## config.mk

```make
export PLATFORM = sky130hd
export DESIGN_NAME = adc_control_register_bank
export DESIGN_NICKNAME = d
export VERILOG_FILES = /design/src/include/adc_regs_pkg.sv /design/src/design/adc_control_register_bank.sv
export SDC_FILE = /design/constraint.sdc
export NUM_CORES = 1
export LEC_CHECK = 0
export BUFFER_PORTS_ARGS = -buffer_cell sky130_fd_sc_hd__buf_2
export CORE_ASPECT_RATIO = 0.9
export CORE_UTILIZATION = 52
export DETAILED_ROUTE_END_ITERATION = 10
export GPL_ROUTABILITY_DRIVEN = 0
export GPL_TIMING_DRIVEN = 0
export PLACE_DENSITY = 0.7
export SYNTH_ARGS = -nofsm -noshare
export SYNTH_HDL_FRONTEND = slang
export SYNTH_SLANG_ARGS = --single-unit
```

## constraint.sdc

```tcl
create_clock -name clk -period 2.53 [get_ports clk]
set_clock_uncertainty 0.05 [all_clocks]
set_input_delay 0.506 -clock clk [delete_from_list [all_inputs] [get_ports clk]]
set_output_delay 0.506 -clock clk [all_outputs]
set_load 0.1 [all_outputs]
```

## src/include/adc_regs_pkg.sv

```systemverilog
// register map, field positions and pattern codes of the adc control bank
// assumes a serial-port front end that delivers decoded byte writes and reads
// How it works
// - writing bit 0 of the transfer register copies every staged value into its active copy.
// - staged writes to 0x08..0x18 change nothing until 0x01 lands in 0xff; the bit then clears itself.
// - with the mode pin enabled by bit 7 of the modes register, a high pin applies the action in bits 6:5.
// - the pin action code 00 means full power-down and 01 means standby.
// - the sampling clock divides by the 3-bit field plus one.
// - any selected test mode puts test data on the parallel outputs instead of samples.
// - test codes 0000..0100 are off, midscale, positive full scale, negative full scale, checkerboard.
// - test codes 0101 and 0110 select the long pseudorandom sequence, and the short one in the top 9 bits over low bits of the long one.
// - test codes 0111..1100 are word toggle, user pattern, bit toggle, sync, one bit high, mixed.
// - the checkerboard code puts alternating checkerboard words on the outputs.
package adc_regs_pkg;
	localparam logic [7:0] addr_operating_modes = 8'h08;
	localparam logic [7:0] addr_clock_divide_ratio = 8'h0b;
	localparam logic [7:0] addr_output_test_pattern = 8'h0d;
	localparam logic [7:0] addr_self_test_control = 8'h0e;
	localparam logic [7:0] addr_offset_trim = 8'h10;
	localparam logic [7:0] addr_shadow_update = 8'hff;
	localparam logic [7:0] shadow_first = 8'h08;
	localparam logic [7:0] shadow_last = 8'h18;
	localparam logic [7:0] reset_value = 8'h00;
	localparam int pin_enable_bit = 7;
	localparam int transfer_bit = 0;
	localparam int pn_long_reset_bit = 5;
	localparam int pn_short_reset_bit = 4;
	localparam int self_test_start_bit = 0;
	localparam int self_test_initialise_bit = 2;
	localparam logic [22:0] pn23_seed = 23'h7fffff;
	localparam logic [8:0] pn9_seed = 9'h1ff;
	localparam logic [15:0] self_test_seed = 16'hffff;
	localparam logic [7:0] self_test_cycles = 8'hff;
	typedef enum logic [1:0] {
		pin_power_down = 2'b00, pin_standby = 2'b01, pin_rsv2 = 2'b10, pin_rsv3 = 2'b11
	} pin_action_t;
	typedef enum logic [1:0] {
		run_chip = 2'b00, run_power_down = 2'b01, run_standby = 2'b10, run_digital_reset = 2'b11
	} chip_mode_t;
	typedef enum logic [3:0] {
		tp_off = 4'h0, tp_midscale = 4'h1, tp_pos_fs = 4'h2, tp_neg_fs = 4'h3,
		tp_checker = 4'h4, tp_pn23 = 4'h5, tp_pn9 = 4'h6, tp_word_toggle = 4'h7,
		tp_user = 4'h8, tp_bit_toggle = 4'h9, tp_sync = 4'ha, tp_one_bit_high = 4'hb,
		tp_mixed = 4'hc
	} test_pattern_t;
	typedef enum logic [1:0] {
		st_idle = 2'b00, st_init = 2'b01, st_run = 2'b10, st_done = 2'b11
	} self_test_state_t;
endpackage

```

## src/design/adc_control_register_bank.sv

```systemverilog
// adc control register bank: staged program registers, active copies, test pattern output
// assumes the serial port gives one-cycle write/read strobes with a byte address, synchronous to clk
`timescale 1ns/1ps
module adc_control_register_bank #(
	parameter int data_width = 14
) (
	input wire logic clk,
	input wire logic nrst,
	input wire logic wr_en,
	input wire logic rd_en,
	input wire logic [7:0] addr,
	input wire logic [7:0] wdata,
	output logic [7:0] rdata,
	output logic rd_valid,
	input wire logic mode_pin,
	input wire logic [data_width-1:0] sample_data,
	input wire logic [data_width-1:0] user_pattern,
	output logic [data_width-1:0] data_out,
	output logic power_down,
	output logic standby,
	output logic digital_reset,
	output logic [2:0] clock_divide,
	output logic [7:0] offset_value,
	output logic self_test_busy,
	output logic self_test_done,
	output logic [15:0] self_test_signature
);
	import adc_regs_pkg::*;

	logic [7:0] stage_modes, stage_div, stage_test, stage_bist, stage_offset;
	logic [7:0] act_modes, act_div, act_test, act_bist, act_offset;
	logic transfer_flag;
	logic next_transfer;
	logic [22:0] pn23;
	logic [8:0] pn9;
	logic toggle;
	logic [3:0] walk;
	logic [15:0] sig;
	logic [7:0] st_count;
	self_test_state_t st_state;
	logic bist_armed;
	logic pin_pd, pin_sb;
	chip_mode_t chip_mode;
	pin_action_t pin_action;
	logic [data_width-1:0] next_data;

	assign next_transfer = wr_en && addr == addr_shadow_update && wdata[transfer_bit];

	// each program byte: staged copy for the host, active copy for the chip
	shadow_byte #(.map_addr(addr_operating_modes), .keep_mask(8'he3)) modes_pair (
		.clk(clk),
		.nrst(nrst),
		.wr_en(wr_en),
		.addr(addr),
		.wdata(wdata),
		.load(transfer_flag),
		.staged(stage_modes),
		.active(act_modes)
	);

	shadow_byte #(.map_addr(addr_clock_divide_ratio), .keep_mask(8'h07)) divide_pair (
		.clk(clk),
		.nrst(nrst),
		.wr_en(wr_en),
		.addr(addr),
		.wdata(wdata),
		.load(transfer_flag),
		.staged(stage_div),
		.active(act_div)
	);

	shadow_byte #(.map_addr(addr_output_test_pattern), .keep_mask(8'hff)) pattern_pair (
		.clk(clk),
		.nrst(nrst),
		.wr_en(wr_en),
		.addr(addr),
		.wdata(wdata),
		.load(transfer_flag),
		.staged(stage_test),
		.active(act_test)
	);

	shadow_byte #(.map_addr(addr_self_test_control), .keep_mask(8'h05)) self_test_pair (
		.clk(clk),
		.nrst(nrst),
		.wr_en(wr_en),
		.addr(addr),
		.wdata(wdata),
		.load(transfer_flag),
		.staged(stage_bist),
		.active(act_bist)
	);

	shadow_byte #(.map_addr(addr_offset_trim), .keep_mask(8'hff)) trim_pair (
		.clk(clk),
		.nrst(nrst),
		.wr_en(wr_en),
		.addr(addr),
		.wdata(wdata),
		.load(transfer_flag),
		.staged(stage_offset),
		.active(act_offset)
	);

	// transfer bit set for one cycle, then autoclears
	always_ff @(posedge clk or negedge nrst) begin
		if (!nrst) begin
			transfer_flag <= 1'b0;
		end else begin
			transfer_flag <= next_transfer;
		end
	end

	// reads return the staged view; transfer shows its pending bit
	always_ff @(posedge clk or negedge nrst) begin
		if (!nrst) begin
			rdata <= 8'h00;
			rd_valid <= 1'b0;
		end else begin
			rd_valid <= rd_en;
			if (rd_en) begin
				case (addr)
					addr_operating_modes: rdata <= stage_modes;
					addr_clock_divide_ratio: rdata <= stage_div;
					addr_output_test_pattern: rdata <= stage_test;
					addr_self_test_control: rdata <= stage_bist;
					addr_offset_trim: rdata <= stage_offset;
					addr_shadow_update: rdata <= {7'h00, transfer_flag};
					default: rdata <= 8'h00;
				endcase
			end
		end
	end

	assign chip_mode = chip_mode_t'(act_modes[1:0]);
	assign pin_action = pin_action_t'(act_modes[6:5]);
	assign pin_pd = act_modes[pin_enable_bit] && mode_pin && pin_action == pin_power_down;
	assign pin_sb = act_modes[pin_enable_bit] && mode_pin && pin_action == pin_standby;

	always_ff @(posedge clk or negedge nrst) begin
		if (!nrst) begin
			power_down <= 1'b0;
			standby <= 1'b0;
			digital_reset <= 1'b0;
			clock_divide <= 3'h0;
			offset_value <= 8'h00;
		end else begin
			// pin power-down overrides a register standby
			power_down <= pin_pd || chip_mode == run_power_down;
			standby <= !pin_pd && (pin_sb || chip_mode == run_standby);
			digital_reset <= chip_mode == run_digital_reset;
			// divide ratio is field plus one; output carries the raw field
			clock_divide <= act_div[2:0];
			offset_value <= act_offset;
		end
	end

	// each generator sits on its seed while its reset bit is held
	always_ff @(posedge clk or negedge nrst) begin
		if (!nrst) begin
			pn23 <= pn23_seed;
		end else if (act_test[pn_long_reset_bit]) begin
			pn23 <= pn23_seed;
		end else begin
			pn23 <= {pn23[21:0], pn23[22] ^ pn23[17]};
		end
	end

	always_ff @(posedge clk or negedge nrst) begin
		if (!nrst) begin
			pn9 <= pn9_seed;
		end else if (act_test[pn_short_reset_bit]) begin
			pn9 <= pn9_seed;
		end else begin
			pn9 <= {pn9[7:0], pn9[8] ^ pn9[4]};
		end
	end

	always_ff @(posedge clk or negedge nrst) begin
		if (!nrst) begin
			toggle <= 1'b0;
		end else begin
			toggle <= !toggle;
		end
	end

	// walking index for the one-bit-high pattern, wraps at the top data bit
	always_ff @(posedge clk or negedge nrst) begin
		if (!nrst) begin
			walk <= 4'h0;
		end else begin
			walk <= (walk == 4'(data_width - 1)) ? 4'h0 : walk + 4'h1;
		end
	end

	// pattern select; unknown codes fall back to live samples
	always_comb begin
		next_data = sample_data;
		case (test_pattern_t'(act_test[3:0]))
			tp_off: next_data = sample_data;
			tp_midscale: next_data = {1'b1, {(data_width-1){1'b0}}};
			tp_pos_fs: next_data = {data_width{1'b1}};
			tp_neg_fs: next_data = {data_width{1'b0}};
			tp_checker: next_data = toggle ? {(data_width/2){2'b01}} : {(data_width/2){2'b10}};
			tp_pn23: next_data = pn23[22 -: data_width];
			tp_pn9: next_data = {pn9, pn23[data_width-10:0]};
			tp_word_toggle: next_data = {data_width{toggle}};
			tp_user: next_data = user_pattern;
			tp_bit_toggle: next_data = toggle ? {(data_width/2){2'b10}} : {(data_width/2){2'b01}};
			tp_sync: next_data = {{(data_width-7){1'b0}}, 7'h7f};
			tp_one_bit_high: next_data = data_width'(1) << walk;
			tp_mixed: next_data = {toggle, pn9[0], {(data_width-2){toggle}}};
			default: next_data = sample_data;
		endcase
	end

	always_ff @(posedge clk or negedge nrst) begin
		if (!nrst) begin
			data_out <= '0;
		end else begin
			data_out <= next_data;
		end
	end

	// self-test: a start bit arms one run; clearing it rearms
	always_ff @(posedge clk or negedge nrst) begin
		if (!nrst) begin
			st_state <= st_idle;
			st_count <= 8'h00;
			sig <= self_test_seed;
			bist_armed <= 1'b1;
			self_test_busy <= 1'b0;
			self_test_done <= 1'b0;
			self_test_signature <= 16'h0000;
		end else begin
			case (st_state)
				st_idle: begin
					if (!act_bist[self_test_start_bit]) begin
						bist_armed <= 1'b1;
					end else if (bist_armed) begin
						bist_armed <= 1'b0;
						self_test_busy <= 1'b1;
						self_test_done <= 1'b0;
						st_count <= 8'h00;
						st_state <= act_bist[self_test_initialise_bit] ? st_init : st_run;
					end
				end
				st_init: begin
					sig <= self_test_seed;
					st_state <= st_run;
				end
				st_run: begin
					sig <= {sig[14:0], sig[15] ^ sig[13] ^ sig[12] ^ sig[10]} ^
						{{(16-data_width){1'b0}}, next_data};
					st_count <= st_count + 8'h01;
					if (st_count == self_test_cycles) begin
						st_state <= st_done;
					end
				end
				st_done: begin
					self_test_busy <= 1'b0;
					self_test_done <= 1'b1;
					self_test_signature <= sig;
					st_state <= st_idle;
				end
				default: st_state <= st_idle;
			endcase
		end
	end
endmodule

// one host byte: a staged copy written at once, an active copy moved on transfer
module shadow_byte #(
	parameter logic [7:0] map_addr = 8'h00,
	parameter logic [7:0] keep_mask = 8'hff
) (
	input wire logic clk,
	input wire logic nrst,
	input wire logic wr_en,
	input wire logic [7:0] addr,
	input wire logic [7:0] wdata,
	input wire logic load,
	output logic [7:0] staged,
	output logic [7:0] active
);
	import adc_regs_pkg::*;

	// open bits never reach the staged copy, so reads show them as zero
	always_ff @(posedge clk or negedge nrst) begin
		if (!nrst) begin
			staged <= reset_value;
		end else if (wr_en && addr == map_addr) begin
			staged <= wdata & keep_mask;
		end
	end

	always_ff @(posedge clk or negedge nrst) begin
		if (!nrst) begin
			active <= reset_value;
		end else if (load) begin
			active <= staged;
		end
	end
endmodule

```

==> results.md, run 1 <==
* Yosys cell types at 70
* Post-Route Utilization at 0.632
* Final setup violation count at 0
* Synth area leaders: dfrtp_1 (40%), dfstp_2 (17%), mux2_2 (9.4%), or2_2 (2.6%), xnor2_1 (2.3%)
* # IOs at between 100 and 150
* Fin nets at about 800
* Clk slew on worst S/H paths at approximately 60 ps
* Final non-filler cell total at between 900 and 1000
* Hold Path Class: in -> reg
* Final Hold Viols at 0
* Status: complete, no violations
* Die Span X at 129 µm
* Root Driver: clkbuf_16
* Asr flop ratio synth at 1.00
* Commonest cells in the synthesized netlist: dfrtp_1 (121), mux2_2 (63), dfstp_2 (49)
* Synth area leader: dfrtp_1
* Deepest clock path buffer count at 2
* CTS tree: yes
* Area growth, synth to finish at 17.7%
* Die area at between 15000 and 20000 µm²
* First-pass GRT wire length at around 28000 µm
* CTS buffer count at 17
* DRC at 0
* Avg Inst Size Synth at around 12 µm²
* Layout cells sized above 1 at 0.409
* Post-synth top area share at 0.400
* Height of the die at between 100 and 150 µm
* Mapped Nets at around 700
* Mean routed wirelength per cell at around 18 µm
* Total Wirelength at 17300 µm
* Power per cell area at between 900 and 1000 nW/µm²
* Filler Cell Count at between 1000 and 1500
* CP endpoint kind: flip-flop
* Fmax at ~0.42 GHz
* Top-count cell post-synth: dfrtp_1
* Slew @ Worst Pin at approximately 800 ps
* Starting Density at 0.537
* Hold slack at around 140 ps
* Worst VDD drop at 789 µV
* Arr. time, crit path at about 2700 ps
* Placed instance count at just over 900
* Req. time, crit path at about 2800 ps
* Initial DRT Pass Iterations at 6
* Antenna Nets Post-Route at 0
* Clock latency on the worst-skew pair at 430 ps
* Setup TNS at 0 ps
* EDFF count, synth at 0
* Mapped Cells at about 640
* Worst-path maximum fanout at 10
* Synthesized cell area at ~7600 µm²
* Leak pwr at approximately 4 nW
* Row cnt at just over 40
* Buffers on Ports at just over 100
* DP HPWL at around 12000 µm
* DR vias at around 5600
* Slew HR at 0.475
* Drt initial violations at between 300 and 400
* Register area at between 4000 and 5000 µm²
* Count of pins over their slew limit at 0
* Vias/cell at slightly below 6
* N_diodes at 0
* Vias in the first global route at 5477
* Setup repair after global routing missed its margin: false
* Core region area at roughly 14000 µm²
* Area of the multi-input gates at between 3000 and 4000 µm²
* Final period util at 0.934
* Seq/Total Area, Yosys at 0.570
* Max-Cap Viols at 0
* Crit path time final at between 2000 and 2500 ps
* Main synth FF type: dfrtp_1
* Sink Count at 170
* Total Routing Usage GR at 0.248
* Crit Path Category: reg -> reg
* FF+latch count, synth at 170
* Crit start category: flip-flop
* Gr ovfl total at 0
* H-tree depth at 4
* Largest net degree at the start of global routing at about 120
* Ys Warns at 0
* Antenna violations before repair at 0
stage by stage:
step	cell area, µm²	power (mW)	setup slack (ps)
global placement	8330	5.84	-1510
floorplan	7570	5.37	600
finish	8920	8.26	168
CTS	8910	8.31	214
global route	8920	8.65	14.0
detailed placement	8360	5.93	149
report_power, final:
part           internal (mW)  switching, mW
Sequential              3.20          0.286
Combinational          0.668           1.75
Clock                   1.28           1.07
state kept, by name (all words and copies together) (netlist names), 9 cells and up:
| signal | flops |
|---|---|
| self_test_signature | 16 |
| sig | 16 |
| pn9 | 9 |
| data_out | 14 |
| pn23 | 23 |
cell families after synthesis:
kind of cell,count (synthesis),synth area share
and+or+nand+nor,181,0.128
DFF,170,0.570
buffers and inverters,51,0.0301
xor gates and xnor gates,21,0.0243
adders and majority gates,6,0.00991
AOI/OAI and AO/OA,138,0.135
muxes,69,0.103
worst max-delay path: stages, from the launching register on:
cell      delay, ps
dfrtp_1         440
buf_2           210
buf_4           190
o21ai_0          90
o21ai_0         150
a221oi_2        520
a31oi_1         300
xnor2_1         200
a21oi_1         150
layout make-up:
class,count,share of cell area
inverter,18,0.00758
multi-input combinational,415,0.340
clock inverter,13,0.0108
clock buffer,19,0.0497
tap,193,0.0271
sequential,170,0.484
buffer,33,0.0180
timing repair buffer,104,0.0626
path summary, 6_finish.rpt:
path / from / end / slack, ps / cells after the start
max: pattern_pair.active[3] / sig[11] / 170 / 8
min: rd_en / rd_valid / 140 / 1
max reg2reg: pattern_pair.active[3] / sig[11] / 170 / 8
min reg2reg: trim_pair.active[5] / offset_value[5] / 320 / 0
max in group asynchronous: nrst / pattern_pair.active[5] / 960 / 3
min in group asynchronous: nrst / self_test_signature[5] / 520 / 2
repair_timing:
item / CTS / global route
setup buffers: 0 / 0
resized for setup: 0 / 1
setup endpoints to repair: 0 / 1
hold buffers: 1 / 0
endpoints found under the hold margin: 46 / 0
routing by layer:
layer | vias to the layer above | part of all wire | track usage | routed length (µm)
met1 | 2787 | 0.46 | 0.333 | 7900
li1 | 2535 | - | - | -
met5 | - | 0 | 0 | 0
met3 | 34 | 0.051 | 0.0563 | 889
met2 | 214 | 0.47 | 0.386 | 8120
met4 | 0 | 0.024 | 0.114 | 423
placed cells by master (no fill, tap or decap), drive strengths merged, types with 3 or more instances in the layout:
master,netlist,layout
mux2,63,63
ha,6,6
nor2,48,48
dfstp,49,49
mux2i,6,6
nor3,10,10
o22a,3,3
o21a,3,3
a32o,3,3
xnor2,20,20
or3,4,4
nor2b,8,8
a221oi,5,5
a21o,4,4
inv,17,19
nand2,37,37
a31oi,13,13
nor4b,3,3
nand3b,4,4
buf,18,121
and3,6,6
clkbuf,15,34
o211ai,4,4
or2,31,31
and2,4,4
a21oi,26,26
nor3b,4,4
a22oi,12,12
o21ai,27,27
nand2b,5,5
a22o,11,11
a32oi,13,13
clkinv,1,7
nand3,9,9
dfrtp,121,121
clkinvlp,0,5
Power figures use the tool's default switching activity.
==> run 2: changes to the inputs <==
--- a/config.mk
+++ b/config.mk
@@ -7,7 +7,9 @@
 export LEC_CHECK = 0
 export BUFFER_PORTS_ARGS = -buffer_cell sky130_fd_sc_hd__buf_2
 export CORE_ASPECT_RATIO = 0.9
+export CORE_MARGIN = 3
 export CORE_UTILIZATION = 52
+export CTS_CLUSTER_DIAMETER = 150
 export DETAILED_ROUTE_END_ITERATION = 10
 export GPL_ROUTABILITY_DRIVEN = 0
 export GPL_TIMING_DRIVEN = 0
==> results.md, run 2 (synthesis results as in run 1) <==
* N_diodes at 0
* Power per cell area at roughly 930 nW/µm²
* Max-Cap Viols at 0
* Post-CTS setup buffer count at 0
* Clk pwr share at 0.294
* Largest regs: pn23: 23 flops, self_test_signature: 16 flops, sig: 16 flops
* Buffers on Ports at ~100
* Final Hold Viols at 0
* Final setup violation count at 0
* Fmax at roughly 0.43 GHz
* DR vias at 5445
* Leak pwr at approximately 4 nW
* DRC at 0
* Slew HR at 0.496
* H-tree depth at 4
* Clk slew on worst S/H paths at 70 ps
* Crit start category: flip-flop
* Req. time, crit path at 2820 ps
* Status: complete, no violations
* Crit Path Category: reg -> reg
* Register area at 4320 µm²
* Die area at between 15000 and 20000 µm²
* Largest Register: pn23
* Largest net degree at the start of global routing at roughly 120
* DP HPWL at 12500 µm
* Root Driver: clkbuf_16
* Fin nets at slightly above 800
* Pre-CTS setup slack at approximately 140 ps
* Deepest clock path buffer count at 2
* First-pass GRT wire length at ~28000 µm
* Crit path time final at 2350 ps
* CP endpoint kind: flip-flop
* # IOs at between 100 and 150
* Filler Cell Count at 1156
* Total Wirelength at between 15000 and 20000 µm
* Post-CTS Resized at 0
* Layout cells sized above 1 at 0.409
* Cell-internal power at ~5.2 mW
* Antenna Nets Post-Route at 0
* Switching Fraction at 0.372
* Most frequent cells in the layout: dfrtp_1 (121), buf_2 (109), mux2_2 (63)
* Sink Count at 170
* Final period util at 0.930
* Area of the multi-input gates at between 3000 and 4000 µm²
* Max reg flops at 23
* Most common cell type on the critical path: buf_4
* Slew @ Worst Pin at ~750 ps
* Worst path max stage delay at ~470 ps
* Initial DRT Pass Iterations at 5
* Tot Pwr at around 8.4 mW
* Gr ovfl total at 0
* Area growth, synth to finish at 18.0%
* CP max-delay cell: dfrtp_1
* CP Cell Sequence: buf_4 > buf_4 > inv_2 > a22o_1 > a211oi_1 > a31oi_1 > xnor2_1 > a21oi_1
* Arr. time, crit path at 2650 ps
* Worst-path maximum fanout at 10
* Vias/cell at 5.64
* Row cnt at between 40 and 50
* CTS buffer count at 17
* Worst VDD drop at 1080 µV
* Hold Path Class: in -> reg
* CTS tree: yes
* Height of the die at approximately 120 µm
* Starting Density at 0.535
* Antenna violations before repair at 0
* Clock latency on the worst-skew pair at around 430 ps
* PnR worst setup slack at between 150 and 200 ps
* Setup repair after global routing missed its margin: false
* Psw at 3.10 mW
* Die Span X at 133 µm
* Drt initial violations at roughly 430
* Core region area at approximately 14000 µm²
* Vias in the first global route at 5439
* Reg power frac at 0.417
* Total Routing Usage GR at 0.223
* Count of pins over their slew limit at 0
* Logic pwr share at 0.290
* Mean routed wirelength per cell at 17.7 µm
* Most common cell after layout, fill and taps aside: dfrtp_1
## run 2: power groups by stage
stage | clock network [mW] | logic (mW) | registers [mW]
2_1_floorplan | 0 | 0.975 | 4.40
3_3_place_gp | 0 | 2.34 | 3.50
3_5_place_dp | 0 | 2.43 | 3.52
4_1_cts | 2.49 | 2.44 | 3.48
5_1_grt | 2.62 | 2.60 | 3.53
6_report | 2.45 | 2.42 | 3.48
## run 2: layer usage
| metal | GRT usage | share of wire | up-vias | wire (µm) |
|---|---|---|---|---|
| met5 | 0 | 0 | - | 0 |
| met4 | 0.0816 | 0.019 | 0 | 326 |
| met3 | 0.0487 | 0.054 | 27 | 932 |
| met2 | 0.340 | 0.47 | 193 | 8000 |
| met1 | 0.316 | 0.46 | 2707 | 7850 |
| li1 | - | - | 2518 | - |
## run 2: final timing paths
kind	endpoint	slack, ps	cells after the start	startpoint
worst max register to register	sig[10]	180	8	pattern_pair.active[0]
worst min-delay path	rd_valid	140	1	rd_en
worst max-delay path	sig[10]	180	8	pattern_pair.active[0]
min in group asynchronous	self_test_signature[6]	530	2	nrst
worst min register to register	offset_value[6]	320	0	trim_pair.active[6]
max in group asynchronous	offset_value[1]	1010	3	nrst
## run 2: area by class of cell
class	count	share of cell area
Buffer	33	0.0179
Clock inverter	14	0.0136
Timing Repair Buffer	104	0.0625
Tap cell	193	0.0270
Inverter	18	0.00756
Multi-Input combinational cell	415	0.339
Clock buffer	18	0.0492
Sequential cell	170	0.483
## run 2: critical path, delay by kind of cell (launching register included)
family	cells	cell delay, ps
buffers and inverters	3	500
AO/OA/AOI/OAI	4	1050
XOR/XNOR	1	200
flip-flops	1	470
## run 2: through the flow
step	std cells	hold slack [ps]	instance area (µm²)	util	TNS, ps
2_1_floorplan	636	160	7570	-	0
3_3_place_gp	931	307	8330	0.588	-207920
3_5_place_dp	932	309	8360	0.591	0
4_1_cts	965	130	8930	0.631	0
5_1_grt	965	126	8930	0.631	0
6_report	965	141	8930	0.631	0
## run 2: timing repair
item,in CTS,in global routing
setup endpoints to repair,0,0
hold buffers,1,0
endpoints found under the hold margin,15,0
==> run 3: changes to the inputs <==
--- a/config.mk
+++ b/config.mk
@@ -6,7 +6,7 @@
 export NUM_CORES = 1
 export LEC_CHECK = 0
 export BUFFER_PORTS_ARGS = -buffer_cell sky130_fd_sc_hd__buf_2
-export CORE_ASPECT_RATIO = 0.9
+export CORE_ASPECT_RATIO = 2
 export CORE_MARGIN = 3
 export CORE_UTILIZATION = 52
 export CTS_CLUSTER_DIAMETER = 150
==> results.md, run 3 (synthesis results as in run 1) <==
* Antenna violations before repair at 0
* DP Area at roughly 8400 µm²
* Tot Pwr at 8.45 mW
* H-tree depth at 4
* Largest regs: pn23: 23 flops, self_test_signature: 16 flops, sig: 16 flops
* Most common cell type on the critical path: o21ai_0
* Logic pwr share at 0.290
* DP HPWL at approximately 14000 µm
* Slew @ Worst Pin at a little under 1000 ps
* Die area at around 16000 µm²
* Switching Fraction at 0.373
* Drt initial violations at around 350
* M3 GR Usage at 0.0383
* CP Cell Sequence: buf_2 > buf_4 > o21ai_0 > o21ai_0 > a221oi_2 > a31oi_1 > xnor2_1 > a21oi_1
* Status: complete, no violations
* N_diodes at 0
* GR Util met2 at 0.432
* Layout cells sized above 1 at 0.407
* Worst VDD drop at 646 µV
* DRC at 0
* Clk slew on worst S/H paths at approximately 70 ps
* Core region area at 14100 µm²
* CTS buffer count at 17
* Total Routing Usage GR at 0.236
* First-pass GRT wire length at around 30000 µm
* Total Wirelength at between 15000 and 20000 µm
* Crit path time final at ~2400 ps
* Max reg flops at 23
* Post-CTS setup buffer count at 0
* Largest net degree at the start of global routing at 89
* Clock latency on the worst-skew pair at between 400 and 500 ps
* Crit Path Category: reg -> reg
* CTS hold repair buffers at 0
* CP endpoint kind: flip-flop
* Mean routed wirelength per cell at about 19 µm
* Largest Register: pn23
* Worst-path maximum fanout at 10
* DR vias at approximately 5500
* Hold Path Class: in -> async
* Buffers on Ports at slightly above 100
* Post-CTS Resized at 1
* Antenna Nets Post-Route at 0
* Req. time, crit path at around 2800 ps
* CTS tree: yes
* Slew HR at 0.330
* Psw at roughly 3.2 mW
* Final instance area at around 8900 µm²
* Setup repair after global routing missed its margin: false
* Root Driver: clkbuf_16
* Crit start category: flip-flop
* PnR worst setup slack at between 100 and 150 ps
* Worst path max stage delay at approximately 570 ps
* Final period util at 0.946
* Row cnt at 61
* Vias/cell at 5.77
* Initial DRT Pass Iterations at 5
* Count of pins over their slew limit at 0
* Final setup violation count at 0
* Sink Count at 170
* Most Crowded Layer GR: met2
* Placed instance count at 928
* Leak pwr at ~4 nW
* Area growth, synth to finish at 18.0%
* Clk pwr share at 0.299
* Most common cell after layout, fill and taps aside: dfrtp_1
* Final non-filler cell total at 960
* Vias in the first global route at slightly below 6000
* Fin nets at approximately 800
* Cell-internal power at roughly 5.3 mW
* Fmax at roughly 0.42 GHz
* Most frequent cells in the layout: dfrtp_1 (121), buf_2 (109), mux2_2 (63)
* Height of the die at approximately 180 µm
* Die Span X at roughly 91 µm
* # IOs at about 100
* Arr. time, crit path at 2690 ps
* Met1 usage at 0.256
* Starting Density at 0.536
* Reg2Reg Setup Slack at between 100 and 150 ps
* Reg power frac at 0.411
* Gr ovfl total at 0
* Pre-CTS setup slack at 9.86 ps
* Deepest clock path buffer count at 2
* Max-Cap Viols at 0
* Power per cell area at approximately 950 nW/µm²
* Post-Route Utilization at 0.633
* Final Hold Viols at 0
* CP max-delay cell: a221oi_2
-- run 3: worst paths after layout --
path | from | endpoint | depth (start not counted)
min in group clk | rd_en | rd_valid | 1
max reg2reg | pattern_pair.active[3] | sig[11] | 8
min | nrst | data_out[10] | 1
min reg2reg | divide_pair.active[1] | clock_divide[1] | 0
max in group asynchronous | nrst | bist_armed | 2
max | pattern_pair.active[3] | sig[11] | 8
-- run 3: final cells by class --
type	instances	area, µm²
fill	1095	5180
sequential	170	4320
multi-input combinational	415	3040
timing repair buffer	103	544
clock buffer	22	464
tap	189	236
buffer	33	160
clock inverter	10	110
inverter	18	67.6
-- run 3: metal layers --
layer | vias to the layer above | part of all wire
met3 | 62 | 0.043
met4 | 0 | 0.049
met5 | - | 0
li1 | 2514 | -
met2 | 233 | 0.54
met1 | 2732 | 0.37
-- run 3: critical path: cells and delay by family, from the launching register on --
kind | cells | cell delay [ps]
AO/OA/AOI/OAI | 5 | 1240
flip-flops | 1 | 430
buffers and inverters | 2 | 400
XOR/XNOR | 1 | 190
-- run 3: per-stage QoR --
stage               hold slack (ps)  TNS, ps
global placement                307  -201490
floorplan                       160        0
global route                    124        0
finish                         65.2        0
CTS                             101        0
detailed placement              312        0
-- run 3: power by group through the flow --
stage / clock (mW) / sequential (mW) / combinational, mW
2_1_floorplan: 0 / 4.40 / 0.975
3_3_place_gp: 0 / 3.50 / 2.39
3_5_place_dp: 0 / 3.52 / 2.46
4_1_cts: 2.57 / 3.47 / 2.47
5_1_grt: 2.68 / 3.52 / 2.60
6_report: 2.52 / 3.48 / 2.45
